File: config.mk
export PLATFORM = sky130hd
export DESIGN_NAME = host_bus_port
export DESIGN_NICKNAME = d
export VERILOG_FILES = /design/src/host_port_pkg.sv /design/src/strobe_sync.sv /design/src/host_bus_port.sv
export SDC_FILE = /design/constraint.sdc
export NUM_CORES = 1
export LEC_CHECK = 0
export ABC_CLOCK_PERIOD_IN_PS = 2090
export BUFFER_PORTS_ARGS = -buffer_cell sky130_fd_sc_hd__buf_2
export CAP_MARGIN = 15
export CORE_MARGIN = 1
export CORE_UTILIZATION = 48
export DETAILED_ROUTE_END_ITERATION = 10
export GPL_ROUTABILITY_DRIVEN = 1
export PLACE_DENSITY = 0.79
export SLEW_MARGIN = 20
export SYNTH_ARGS = -nofsm -noshare
export SYNTH_HDL_FRONTEND = slang
export SYNTH_HIERARCHICAL = 1
export SYNTH_SLANG_ARGS = --single-unit
File: constraint.sdc
create_clock -name ref_clk -period 2.09 [get_ports ref_clk]
set_clock_uncertainty 0.15 [all_clocks]
set_input_delay 0.418 -clock ref_clk [delete_from_list [all_inputs] [get_ports ref_clk]]
set_output_delay 0.418 -clock ref_clk [all_outputs]
set_load 0.02 [all_outputs]
File: src/host_port_pkg.sv
package host_port_pkg;

  // ---------------------------------------------------------------
  // bus geometry
  // ---------------------------------------------------------------
  localparam int ADDR_W = 17;
  localparam int DATA_W = 16;
  localparam int LANE_W = 8;

  // ---------------------------------------------------------------
  // address window
  // ---------------------------------------------------------------
  localparam logic [16:0] MEM_FIRST = 17'h00000;
  localparam logic [16:0] MEM_LAST  = 17'h13fff;
  localparam logic [16:0] REG_FIRST = 17'h1ffe0;
  localparam logic [16:0] REG_LAST  = 17'h1ffff;

  // ---------------------------------------------------------------
  // strap values
  // ---------------------------------------------------------------
  localparam logic [2:0] IFSEL_GENERIC  = 3'h7;
  localparam logic       SCHEME_ONE     = 1'h0;
  localparam logic       SCHEME_TWO     = 1'h1;
  localparam logic       ENDIAN_LITTLE  = 1'h0;
  localparam logic       ENDIAN_BIG     = 1'h1;

  // ---------------------------------------------------------------
  // reset values
  // ---------------------------------------------------------------
  localparam logic [4:0]  STROBES_IDLE   = 5'h1f;
  localparam logic [2:0]  IFSEL_RESET    = 3'h0;
  localparam logic [15:0] DATA_RESET     = 16'h0000;
  localparam logic [16:0] ADDR_RESET     = 17'h00000;

  // ---------------------------------------------------------------
  // port sequencer states
  // ---------------------------------------------------------------
  typedef enum logic [1:0] {
    ST_IDLE = 2'b00,
    ST_REQ  = 2'b01,
    ST_DONE = 2'b10
  } port_state_e;

endpackage

File: src/strobe_sync.sv
`timescale 1ns/10ps

module strobe_sync #(
  parameter int                WIDTH     = 5,
  parameter logic [WIDTH-1:0]  RESET_VAL = '1
) (
  // clock and reset
  input  wire logic             ref_clk,
  input  wire logic             sys_rst,
  // raw and filtered levels
  input  wire logic [WIDTH-1:0] raw_in,
  output logic      [WIDTH-1:0] level_out
);

  logic [WIDTH-1:0] stage1_q;
  logic [WIDTH-1:0] stage2_q;
  logic [WIDTH-1:0] stage3_q;
  wire  [WIDTH-1:0] agree = ~(stage2_q ^ stage3_q);

  // -------------------------------------------------------------
  // three stages, a change counts once stages two and three agree
  // -------------------------------------------------------------
  always_ff @(posedge ref_clk) begin
    if (sys_rst) begin
      stage1_q  <= RESET_VAL;
      stage2_q  <= RESET_VAL;
      stage3_q  <= RESET_VAL;
      level_out <= RESET_VAL;
    end else begin
      stage1_q  <= raw_in;
      stage2_q  <= stage1_q;
      stage3_q  <= stage2_q;
      level_out <= (agree & stage3_q) | (~agree & level_out);
    end
  end

endmodule // strobe_sync

File: src/host_bus_port.sv
`timescale 1ns/10ps

// Function
// RL1: sixteen-bit data port with separately strobed low and high byte lanes.
// RL2: scheme one uses chip select plus per-lane read and write strobes.
// RL3: scheme two uses high-byte enable plus shared read and write strobes.
// RL4: scheme one writes store only lanes whose write strobe is low.
// RL5: scheme one reads return data on lanes whose read strobe is low.
// RL6: scheme two includes the high lane only while high-byte enable is low.
// RL7: scheme two captures write data while write strobe and chip select assert.
// RL8: scheme two drives read data onto the bus during the read strobe.
// RL9: hold-off stays low until read data valid or write data accepted.
// RL10: port logic runs on the host bus clock, not the display clock.
// RL11: host strobes are asynchronous and pass synchronisers before use; the hold-off output and the read drive enable use the raw strobes.
// RL12: bus-mode strap low selects scheme one, high scheme two, latched.
// RL13: endian strap latched at reset, high big-endian, low little-endian.
// RL14: interface-select straps latched, 111 enables the generic scheme family.
// RL15: scheme two ignores the high-byte read strobe input, tied high.
// RL16: only a 128K byte window decodes, repeating above it.
// RL17: offsets zero through 13fff reach display memory.
// RL18: offsets 1ffe0 through 1ffff reach control registers.
// RL19: host glue decodes high address lines into the chip select.
// RL20: access starts on chip select plus strobe, ends on strobe release.
module host_bus_port (
  // host port clock and reset
  input  wire logic        ref_clk,
  input  wire logic        sys_rst,
  // straps
  input  wire logic        bus_mode_strap,
  input  wire logic        endian_strap,
  input  wire logic [2:0]  interface_select_straps,
  // host control pins
  input  wire logic        chip_sel_n,
  input  wire logic        low_write_strobe_n,
  input  wire logic        high_lane_strobe_n,
  input  wire logic        read_strobe_n,
  input  wire logic        high_read_strobe_n,
  output logic             hold_off_n,
  // host address and data pins
  input  wire logic [16:0] host_addr_in,
  input  wire logic [15:0] host_data_in,
  output logic      [15:0] host_data_out,
  output logic      [15:0] host_data_oe,
  // internal memory and register access
  output logic             int_req,
  output logic             int_reg_sel,
  output logic             int_we,
  output logic      [15:0] int_addr,
  output logic      [1:0]  int_be,
  output logic      [15:0] int_wdata,
  input  wire logic        int_ack,
  input  wire logic [15:0] int_rdata
);

  // ---------------------------------------------------------------
  // straps
  // ---------------------------------------------------------------
  logic       mode_q;
  logic       endian_q;
  logic [2:0] ifsel_q;

  always_ff @(posedge ref_clk) begin
    if (sys_rst) begin
      mode_q   <= bus_mode_strap;          // [RL12]
      endian_q <= endian_strap;            // [RL13]
      ifsel_q  <= interface_select_straps; // [RL14]
    end
  end

  wire port_en = (ifsel_q == host_port_pkg::IFSEL_GENERIC); // [RL14]
  wire scheme2 = (mode_q == host_port_pkg::SCHEME_TWO);     // [RL12]

  // ---------------------------------------------------------------
  // strobe synchronisers
  // ---------------------------------------------------------------
  logic [4:0] strb_s;

  // host strobes sampled on the host port clock [RL10] [RL11]
  strobe_sync #(
    .WIDTH     (5),
    .RESET_VAL (host_port_pkg::STROBES_IDLE)
  ) u_sync (
    .ref_clk   (ref_clk),
    .sys_rst   (sys_rst),
    .raw_in    ({chip_sel_n, low_write_strobe_n, high_lane_strobe_n, read_strobe_n, high_read_strobe_n}),
    .level_out (strb_s)
  );

  // ---------------------------------------------------------------
  // lane decode
  // ---------------------------------------------------------------
  wire       cs_s   = ~strb_s[4];
  wire       wr0_s  = ~strb_s[3];
  wire       wr1_s  = ~strb_s[2];
  wire       rd0_s  = ~strb_s[1];
  wire       rd1_s  = ~strb_s[0];
  wire       lo_adr = ~host_addr_in[0];
  // scheme two: high lane follows the byte enable, low lane follows the address [RL3] [RL6]
  wire [1:0] s2_lanes = {wr1_s, lo_adr};
  // scheme two never looks at the high read strobe [RL15]
  wire [1:0] wr_lanes = scheme2 ? (s2_lanes & {2{wr0_s}}) : {wr1_s, wr0_s}; // [RL2] [RL4] [RL7]
  wire [1:0] rd_lanes = scheme2 ? (s2_lanes & {2{rd0_s}}) : {rd1_s, rd0_s}; // [RL2] [RL5] [RL8]
  wire       any_wr   = |wr_lanes;
  wire       any_rd   = |rd_lanes;
  wire       active_s = cs_s & (any_wr | any_rd);

  // raw strobe view for the hold-off output
  wire raw_s1  = ~low_write_strobe_n | ~high_lane_strobe_n | ~read_strobe_n | ~high_read_strobe_n;
  wire raw_s2  = ~low_write_strobe_n | ~read_strobe_n;
  wire raw_act = ~chip_sel_n & (scheme2 ? raw_s2 : raw_s1);

  // ---------------------------------------------------------------
  // address window decode
  // ---------------------------------------------------------------
  // only 17 address bits enter, so the window repeats every 128K [RL16]
  wire in_mem = (host_addr_in <= host_port_pkg::MEM_LAST);  // [RL17]
  wire in_reg = (host_addr_in >= host_port_pkg::REG_FIRST); // [RL18]
  wire mapped = in_mem | in_reg;

  // byte order: big-endian swaps the lanes on the way in and out
  wire [15:0] wdata_sw = endian_q ? {host_data_in[7:0], host_data_in[15:8]} : host_data_in; // [RL13]
  wire [15:0] rdata_sw = endian_q ? {int_rdata[7:0], int_rdata[15:8]} : int_rdata;          // [RL13]
  wire [1:0]  lane_sel = any_wr ? wr_lanes : rd_lanes;
  wire [1:0]  be_sw    = endian_q ? {lane_sel[0], lane_sel[1]} : lane_sel;

  // ---------------------------------------------------------------
  // port sequencer
  // ---------------------------------------------------------------
  host_port_pkg::port_state_e state_q;
  host_port_pkg::port_state_e state_d;
  logic [1:0] lanes_q;
  logic       drive_q;

  wire start    = port_en & active_s;    // [RL19] [RL20]
  wire strb_off = ~active_s;             // [RL20]

  always_comb begin
    state_d = state_q;
    unique case (state_q)
      host_port_pkg::ST_IDLE: begin
        if (start) begin
          state_d = mapped ? host_port_pkg::ST_REQ : host_port_pkg::ST_DONE;
        end
      end
      host_port_pkg::ST_REQ: begin
        if (int_ack) begin
          state_d = host_port_pkg::ST_DONE;
        end
      end
      host_port_pkg::ST_DONE: begin
        if (strb_off) begin
          state_d = host_port_pkg::ST_IDLE;
        end
      end
      default: begin
        state_d = host_port_pkg::ST_IDLE;
      end
    endcase
  end

  wire idle_st = (state_q == host_port_pkg::ST_IDLE);
  wire req_st  = (state_q == host_port_pkg::ST_REQ);
  wire done_st = (state_q == host_port_pkg::ST_DONE);

  always_ff @(posedge ref_clk) begin
    if (sys_rst) begin
      state_q <= host_port_pkg::ST_IDLE;
    end else begin
      state_q <= state_d;
    end
  end

  // request capture, only strobed bytes are enabled [RL4] [RL6] [RL7]
  always_ff @(posedge ref_clk) begin
    if (sys_rst) begin
      int_req     <= 1'b0;
      int_reg_sel <= 1'b0;
      int_we      <= 1'b0;
      int_addr    <= host_port_pkg::ADDR_RESET[16:1];
      int_be      <= 2'h0;
      int_wdata   <= host_port_pkg::DATA_RESET;
      lanes_q     <= 2'h0;
    end else if (idle_st & start) begin
      int_req     <= mapped;
      int_reg_sel <= in_reg;
      int_we      <= any_wr;
      int_addr    <= host_addr_in[16:1];
      int_be      <= be_sw;
      int_wdata   <= wdata_sw;
      lanes_q     <= lane_sel;
    end else if (req_st & int_ack) begin
      int_req     <= 1'b0;
    end
  end

  // read data held for the host until the strobe drops [RL5] [RL8]
  always_ff @(posedge ref_clk) begin
    if (sys_rst) begin
      host_data_out <= host_port_pkg::DATA_RESET;
      drive_q       <= 1'b0;
    end else if (req_st & int_ack & ~int_we) begin
      host_data_out <= rdata_sw;
      drive_q       <= 1'b1;
    end else if (idle_st & start & ~mapped & ~any_wr) begin
      host_data_out <= host_port_pkg::DATA_RESET;
      drive_q       <= 1'b1;
    end else if (done_st & strb_off) begin
      drive_q       <= 1'b0;
    end
  end

  // ---------------------------------------------------------------
  // pin outputs
  // ---------------------------------------------------------------
  wire       rd_raw  = ~chip_sel_n & ~read_strobe_n;
  wire       rd_hold = scheme2 ? rd_raw : (~chip_sel_n & (~read_strobe_n | ~high_read_strobe_n));
  wire       drive   = drive_q & done_st & rd_hold;
  wire [1:0] oe_lane = lanes_q & {2{drive}};

  // bus driven only on strobed lanes, during the read strobe [RL1] [RL5] [RL8]
  assign host_data_oe = {{host_port_pkg::LANE_W{oe_lane[1]}}, {host_port_pkg::LANE_W{oe_lane[0]}}};
  // hold the host off until data is ready or accepted [RL9]
  assign hold_off_n   = ~(port_en & raw_act & ~done_st);
endmodule // host_bus_port

==> results_dict.tcl, run 1 <==
set metrics [dict create \
    layout.nets 514 \
    cp_max_fo 8 \
    whs_ps 100 \
    status "finished clean" \
    synth-warning-count 6 \
    ir_drop_uv 445 \
    grt_setup_unrepaired "true" \
    synth-xor-area-share 0 \
    max_cap_violations 0 \
    cts.sinks 83 \
    drive_gt1_frac 0.368 \
    cp_slowest_cell "edfxtp_1" \
    cp_top_family "flip-flops" \
    synth_compound_area_frac 0.161 \
    die-area_um2 7380 \
    fmax_ghz 0.479 \
    fin_tns_setup_ps 0 \
    worst-setup-path-type "reg2out" \
    netlist_area_um2 3380 \
    cp_num_buf_inv 2 \
    routed_wl_um 7200 \
    core_um2 6790 \
    setup_viol 0 \
    final_cell_area_um2 4390 \
    final_common_cell "buf_2" \
    p_leak_nw 1.95 \
    fin_crit_ps 2090 \
    final_cell_mix "115 x buf_2, 76 x dfxtp_1, 51 x mux2i_1, 46 x nor2_1, 27 x buf_4" \
    yosys-top-cells-area "dfxtp_1 46%, mux2i_1 15%, nor2_1 5.1%" \
    synth_cell_type_count 36 \
    first_pass_iters 4 \
    grt_max_degree 41 \
    via_per_inst 5.08 \
    synth-simple-area-share 0.111 \
    die_h_um 85.9 \
    antenna_found_initial 0 \
    arrival_ps 1520 \
    netlist.area_leader.share 0.462 \
    p_per_area_nw_per_um2 715 \
    slowest_delay_ps 400 \
    clk_pin_slew_ps 80 \
    startpoint_type "register" \
    synthAdderAreaFrac 0 \
    grt_pass1_wl_um 11500 \
    place.gp.congestion 0.775 \
    vias 2809 \
    hold_start "interface_select_straps[1]" \
    ant_nets 0 \
    wl_per_cell_um 13.0 \
    critPathMostFrequentCell "buf_4" \
    ys_seq_area_frac 0.507 \
    hold_violations 0 \
    syn_to_final_growth_pct 30.1 \
    cts_tree "done" \
    cts_buffers 9 \
    avgSynthCellArea_um2 10.3 \
    grt.total_usage 0.198 \
    crit_path_cell_trace "o21ai_1 -> nand4b_1 -> nor2_1 -> buf_4 -> buf_4" \
    drv_slew 0 \
    die_x_um 85.9 \
    worstPathRequired_ps 1520 \
    endpoint_kind "output pin" \
    crit_path_start "mode_q" \
    synth_cells 327 \
    io_pins 132 \
    clock_path_buffers 2 \
    synth_top_family_by_area "compound AO/OA/AOI/OAI gates" \
    place_area_um2 4090 \
    final_min_period_over_clock_period 0.999 \
    syn_nets 389 \
    synth_mux_area_frac 0.154 \
    grt_pass1_vias 2543 \
    dp_cells 534 \
    htreeDepth 3 \
    io_buffers 131 \
    stdcell_count 553 \
    tightest_slew_ps 537 \
    cts_root_buffer "clkbuf_8" \
    holdCritPathClass "in2reg" \
    yosys_register_bits 83 \
    relSlewSlack 0.641 \
    synth_top_cell_by_area "dfxtp_1" \
    initial_core_util 0.497 \
    overflow 0 \
    drtIter0Drc 106 \
    drcViolationCount 0 \
    dp.final_hpwl_um 5210 \
    clkLatencyLatePin_ps 340 \
    diodes 0 \
    rows 30 \
]
[logic make-up after synthesis]
group	Yosys count
multiplexers	52
buffers and inverters	39
flip-flops	83
AND/OR/NAND/NOR	82
AO/OA/AOI/OAI	71
[path summary, 6_finish.rpt]
path,cells past startpoint,slack [ps],end
hold reg to reg,1,260,u_sync/stage2_q[0]
hold / removal,1,100,ifsel_q[1]
setup / recovery,5,1,host_data_oe[12]
setup reg to reg,6,140,int_wdata[5]
[worst register-to-register path: stages, from the launching register on]
cell and delay [ps]:
dfxtp_2 370, a41o_1 310, a2111oi_4 370, buf_6 190
buf_12 200, nor2_1 70, a211oi_1 220
[power by group]
group          internal, mW  switching (mW)
sequential             1.62         0.00890
clock                 0.742           0.554
combinational         0.108           0.115
total                  2.47           0.678
[Yosys cell counts]
cell / n
nand4_1: 3
o21a_1: 1
inv_1: 6
o31ai_1: 1
nand3_1: 2
a41o_1: 1
nor3_1: 3
a31oi_1: 3
dfxtp_1: 78
a22o_1: 1
a311oi_2: 1
edfxtp_1: 5
nor2_1: 46
nand2b_1: 1
clkbuf_1: 11
a211oi_1: 17
a32oi_1: 1
a21o_1: 1
nand2_1: 9
a21oi_1: 9
o21ai_0: 7
mux2_2: 1
o2bb2ai_1: 16
buf_4: 16
o32ai_1: 1
or2_1: 15
buf_2: 4
nand4b_1: 2
a22oi_1: 2
a2111oi_4: 1
o31a_1: 1
o21bai_1: 6
mux2i_1: 51
o211ai_1: 1
and3_1: 1
buf_6: 2
[area by class of cell]
class,count,area (µm²)
flip-flops and latches,83,1710
repair buffers,147,861
multi-input cells,205,1440
well taps,96,120
clock buffers,11,151
fillers,566,2400
clock inverters,5,85.1
inverters,6,22.5
[metal layers]
layer	vias to the layer above	wire (µm)	share of wire	global-route usage
li1	1407	-	-	-
met1	1298	3200	0.44	0.237
met2	92	3530	0.49	0.341
met3	12	356	0.049	0.0443
met4	0	116	0.016	0.0848
met5	-	0	0	0
[stage by stage]
step	total power, mW	utilization	setup slack, ps
global placement	1.87	0.601	49.0
detailed placement	1.88	0.601	12.1
CTS	3.17	0.641	2.91
global route	3.27	0.647	-86.8
finish	3.14	0.647	1.07
floorplan	1.78	-	-85.2
[repair_timing]
item	4_1_cts	5_1_grt
buffers inserted	2	1
endpoints found under the setup margin	16	30
hold buffers	0	0
gates resized for setup	10	11
pin swaps	2	2
[registers in the layout, summed over array words and instances (netlist names), named ones only]
signal,cells
drive_q,1
endian_q,1
host_data_out,16
ifsel_q,3
int_addr,16
int_be,2
int_reg_sel,1
int_req,1
int_wdata,16
int_we,1
lanes_q,2
mode_q,1
state_q,2
u_sync/stage1_q,5
u_sync/stage2_q,5
u_sync/stage3_q,5
(Power assumes the default switching activity.)
==> run 2, diff against run 1 <==
==> constraint.sdc (replaced) <==
create_clock -name ref_clk -period 2.09 [get_ports ref_clk]
set_clock_uncertainty 0.15 [all_clocks]
set_input_delay 0.418 -clock ref_clk [delete_from_list [all_inputs] [get_ports ref_clk]]
set_output_delay 0.418 -clock ref_clk [all_outputs]
set_load 0.01 [all_outputs]
==> run 2 against run 1 <==
Wire length decreased by 0.24%. Cell area decreased by 0.85%. Clock power about the same. Global-route usage about the same. Sequential power about the same. Sequential cell count unchanged. Worst hold slack unchanged. First-iteration DRC count unchanged. Sequential share of layout area increased by 0.34 points. Cell count unchanged. Via count about the same. Non-clock buffer count unchanged. Largest cell class unchanged. Largest power group unchanged. Highest routed layer unchanged.
==> results_dict.tcl, run 2 (synthesis gave the netlist of run 1 again) <==
set metrics [dict create \
    cts-hold-fix-buffers 0 \
    top_regs "host_data_out (16), int_addr (16), int_wdata (16)" \
    cts.sinks 83 \
    first_pass_iters 4 \
    p_leak_nw 1.95 \
    status "finished clean" \
    final_cell_area_um2 4360 \
    io_pins 132 \
    fill_cells 568 \
    grt_setup_unrepaired "true" \
    drv_slew 0 \
    rows 30 \
    die-area_um2 7380 \
    p_per_area_nw_per_um2 721 \
    final_common_cell "buf_2" \
    layout.nets 514 \
    initial_core_util 0.497 \
    ant_nets 0 \
    startpoint_type "register" \
    max_cap_violations 0 \
    syn_to_final_growth_pct 29.0 \
    holdCritPathClass "in2reg" \
    grt_pass1_wl_um 11500 \
    p_comb_frac 0.071 \
    clk_pin_slew_ps 80 \
    finalWorstSetupSlack_ps 39.8 \
    worst-setup-path-type "reg2out" \
    final_cell_mix "130 x buf_2, 76 x dfxtp_1, 51 x mux2i_1, 46 x nor2_1, 17 x a211oi_1" \
    die_x_um 85.9 \
    intPower_mw 2.47 \
    fin_crit_ps 2050 \
    cp_max_fo 8 \
    via_per_inst 5.08 \
    vias 2807 \
    wl_per_cell_um 13.0 \
    grt_pass1_vias 2539 \
    ir_drop_uv 445 \
    switching_power_mw 0.678 \
    seq_power_share 0.517 \
    cts_tree "done" \
    hold_violations 0 \
    place.gp.congestion 0.775 \
    tightest_slew_ps 537 \
    drive_gt1_frac 0.368 \
    clock_path_buffers 2 \
    die_h_um 85.9 \
    io_buffers 131 \
    antenna_found_initial 0 \
    final_min_period_over_clock_period 0.981 \
    drtIter0Drc 106 \
    diodes 0 \
    grt_max_degree 41 \
    dp.final_hpwl_um 5210 \
    routed_wl_um 7190 \
    place_area_um2 4090 \
    fin_tns_setup_ps 0 \
    setup_viol 0 \
    cts_root_buffer "clkbuf_8" \
    cts_buffers 9 \
    htreeDepth 3 \
    pre_cts_slack_ps 12.1 \
    holdPathStages 1 \
    grt.total_usage 0.198 \
    endpoint_kind "output pin" \
    relSlewSlack 0.641 \
    overflow 0 \
    drcViolationCount 0 \
    switching_share 0.216 \
    whs_ps 100 \
    core_um2 6790 \
    arrival_ps 1480 \
    clkLatencyLatePin_ps 340 \
    reg2regPathDepth 6 \
    worstPathRequired_ps 1520 \
    fmax_ghz 0.488 \
    p_clk_frac 0.412 \
]
[run 2: changes by cell type in the layout (fill, tap and decap cells not counted)]
cell / change
buf_4: -15
buf_2: +15
[run 2: power by group through the flow]
stage	logic, mW	registers [mW]	clock network (mW)
2_1_floorplan	0.121	1.66	0
3_3_place_gp	0.209	1.66	0
3_5_place_dp	0.215	1.67	0
4_1_cts	0.223	1.62	1.32
5_1_grt	0.244	1.63	1.40
6_report	0.222	1.62	1.30
[run 2: cell type report]
class | count | area, µm² | share of cell area
clock buffer | 11 | 151 | 0.0348
clock inverter | 5 | 85.1 | 0.0195
inverter | 6 | 22.5 | 0.00517
multi-input combinational | 205 | 1440 | 0.331
sequential | 83 | 1710 | 0.393
tap | 96 | 120 | 0.0276
timing repair buffer | 147 | 823 | 0.189
[run 2: routing by layer]
layer	up-vias	global-route usage	wire [µm]
met5	-	0	0
met4	0	0.0848	116
met3	12	0.0443	358
met2	92	0.341	3510
met1	1296	0.237	3200
li1	1407	-	-
[run 2: metrics by stage]
stage               utilization  power [mW]  instances
floorplan                     -        1.78        327
global placement          0.601        1.87        534
detailed placement        0.601        1.88        534
CTS                       0.638        3.17        552
global route              0.641        3.27        553
finish                    0.641        3.14        553
[run 2: final timing paths]
path | start | to | slack [ps]
setup / recovery | mode_q | host_data_oe[15] | 40
hold / removal | interface_select_straps[1] | ifsel_q[1] | 100
hold reg to reg | u_sync/stage1_q[0] | u_sync/stage2_q[0] | 260
setup reg to reg | register | int_wdata[5] | 140
[run 2: worst max-delay path, cell delays in order (launching register included)]
cell and delay (ps):
edfxtp_1 400, o21ai_1 140, nand4b_1 170, nor2_1 140
buf_4 160, buf_2 130
[run 2: repair_timing]
item	4_1_cts	5_1_grt
resized for setup	2	3
endpoints found under the setup margin	16	30
pin swaps	2	2
buffers inserted	2	1
==> run 3, diff against run 2 <==
--- a/config.mk
+++ b/config.mk
@@ -9,10 +9,12 @@
 export BUFFER_PORTS_ARGS = -buffer_cell sky130_fd_sc_hd__buf_2
 export CAP_MARGIN = 15
 export CORE_MARGIN = 1
-export CORE_UTILIZATION = 48
+export CORE_UTILIZATION = 50
+export CTS_BUF_LIST = sky130_fd_sc_hd__clkbuf_2 sky130_fd_sc_hd__clkbuf_4 sky130_fd_sc_hd__clkbuf_8
 export DETAILED_ROUTE_END_ITERATION = 10
 export GPL_ROUTABILITY_DRIVEN = 1
-export PLACE_DENSITY = 0.79
+export PLACE_DENSITY = 0.82
+export RECOVER_POWER = 100
 export SLEW_MARGIN = 20
 export SYNTH_ARGS = -nofsm -noshare
 export SYNTH_HDL_FRONTEND = slang
==> run 3 against run 2 <==
The run now ends with design-rule violations left. First-iteration DRC count up 25%. Clock-buffer cell count up 1. Cell area down 1.3%. Critical path depth unchanged. Global-route usage up 1.7 points. Utilization up 2.8 points. Non-clock buffer count up 4. Critical path type unchanged.
==> results_dict.tcl, run 3 (synthesis gave the netlist of run 1 again) <==
set metrics [dict create \
    drcViolationCount 20 \
    dp_cells 517 \
    fmax_ghz 0.488 \
    top_regs "host_data_out (16), int_addr (16), int_wdata (16)" \
    initial_core_util 0.526 \
    vias 2848 \
    arrival_ps 1480 \
    final_cell_mix "76 x dfxtp_1, 73 x buf_2, 56 x clkbuf_1, 50 x mux2i_1, 45 x nor2_1" \
    via_per_inst 5.29 \
    drive_gt1_frac 0.262 \
    status "finished, violations left" \
    p_leak_nw 1.73 \
    drtIter0Drc 133 \
    r2r_start "mode_q" \
    clock_path_buffers 2 \
    ant_nets 0 \
    diodes 0 \
    clkLatencyLatePin_ps 340 \
    drv_slew 0 \
    first_pass_iters 7 \
    reg2regPathDepth 7 \
    final_min_period_over_clock_period 0.981 \
    violations "design-rule violations" \
    rows 29 \
    die_x_um 84.2 \
    holdPathStages 1 \
    holdCritPathClass "in2reg" \
    startpoint_type "register" \
    cts-hold-fix-buffers 0 \
    grt_setup_unrepaired "true" \
    grt.total_usage 0.215 \
    worst-setup-path-type "reg2out" \
    io_buffers 131 \
    tightest_slew_ps 1020 \
    fin_tns_setup_ps 0 \
    cts.sinks 83 \
    layout.area.seq_um2 1710 \
    die_h_um 84.2 \
    io_pins 132 \
    htreeDepth 3 \
    grt_max_degree 41 \
    endpoint_kind "output pin" \
    whs_ps 97.5 \
    crit-reg2reg-capture "int_addr[9]" \
    ir_drop_uv 420 \
    cts_buffers 9 \
    fin_crit_ps 2050 \
    clk_pin_slew_ps 80 \
    r2r_setup_slack_ps 70 \
    overflow 0 \
    antenna_found_initial 0 \
    multiInputGateArea_um2 1460 \
    place_area_um2 4080 \
    worstPathRequired_ps 1520 \
    stdcell_count 538 \
    total_power_mw 2.90 \
    cts_tree "done" \
    min_to "ifsel_q[0]" \
    cts_root_buffer "clkbuf_8" \
    fill_cells 540 \
    final_cell_area_um2 4300 \
    setup_viol 0 \
    p_per_area_nw_per_um2 675 \
    hold_violations 0 \
    syn_to_final_growth_pct 27.3 \
    max_cap_violations 0 \
    grt_pass1_wl_um 12100 \
    die-area_um2 7090 \
    place.gp.congestion 0.784 \
    routed_wl_um 7610 \
    layout.nets 518 \
    relSlewSlack 0.323 \
    core_um2 6420 \
    hold_start "interface_select_straps[0]" \
    dp.final_hpwl_um 5330 \
    grt_pass1_vias 2644 \
    final_common_cell "dfxtp_1" \
    wl_per_cell_um 14.2 \
    cp_max_fo 8 \
]
-- run 3: changes by cell type in the layout (fill, tap and decap cells not counted), moves of 2 or more --
cell	before	now
bufinv_16	2	0
clkbuf_16	0	2
clkinv_2	0	2
a211oi_1	17	15
buf_2	130	73
a211oi_2	0	2
clkbuf_1	0	56
clkinv_4	2	0
buf_4	12	9
clkbuf_4	0	2
inv_4	0	2
buf_6	2	7
-- run 3: worst max path at each step --
stage | from | endpoint | slack, ps
finish | mode_q | host_data_oe[15] | 40
global route | mode_q | host_data_oe[3] | -70
detailed placement | host_addr_in[0] | int_wdata[0] | -60
global placement | host_addr_in[0] | int_wdata[7] | 9
floorplan | mode_q | host_data_oe[10] | 80
CTS | mode_q | host_data_oe[10] | -0.4
-- run 3: repair_timing --
action	in CTS	in global routing
pin swaps	3	2
setup endpoints to repair	16	32
gates resized for setup	4	10
gates cloned	0	2
buffers inserted	2	1
-- run 3: power by group --
part | switching, mW | total [mW] | internal [mW]
combinational | 0.116 | 0.221 | 0.105
sequential | 0.00888 | 1.62 | 1.62
clock | 0.548 | 1.06 | 0.508
-- run 3: critical path, stage by stage (launching register included) --
cell and delay (ps):
edfxtp_1 410, o21ai_2 140, nand4b_1 150, nor2_1 150
buf_4 160, buf_2 130
-- run 3: metal layers --
metal,GRT usage,up-vias,wire length (µm)
li1,-,1413,-
met1,0.254,1310,3260
met2,0.363,109,3730
met3,0.0600,16,473
met4,0.100,0,158
met5,0,-,0
-- run 3: final cells by class --
type                       instances  area share
multi-input combinational        205       0.340
clock inverter                     4     0.00524
timing repair buffer             151       0.192
tap                               77      0.0224
sequential                        83       0.399
clock buffer                      12      0.0370
inverter                           6     0.00524
-- run 3: per-stage QoR --
| step | util | setup WS [ps] |
|---|---|---|
| floorplan | - | 83.6 |
| global placement | 0.635 | 8.51 |
| detailed placement | 0.635 | -64.3 |
| CTS | 0.666 | -0.368 |
| global route | 0.669 | -70.1 |
| finish | 0.669 | 40.3 |
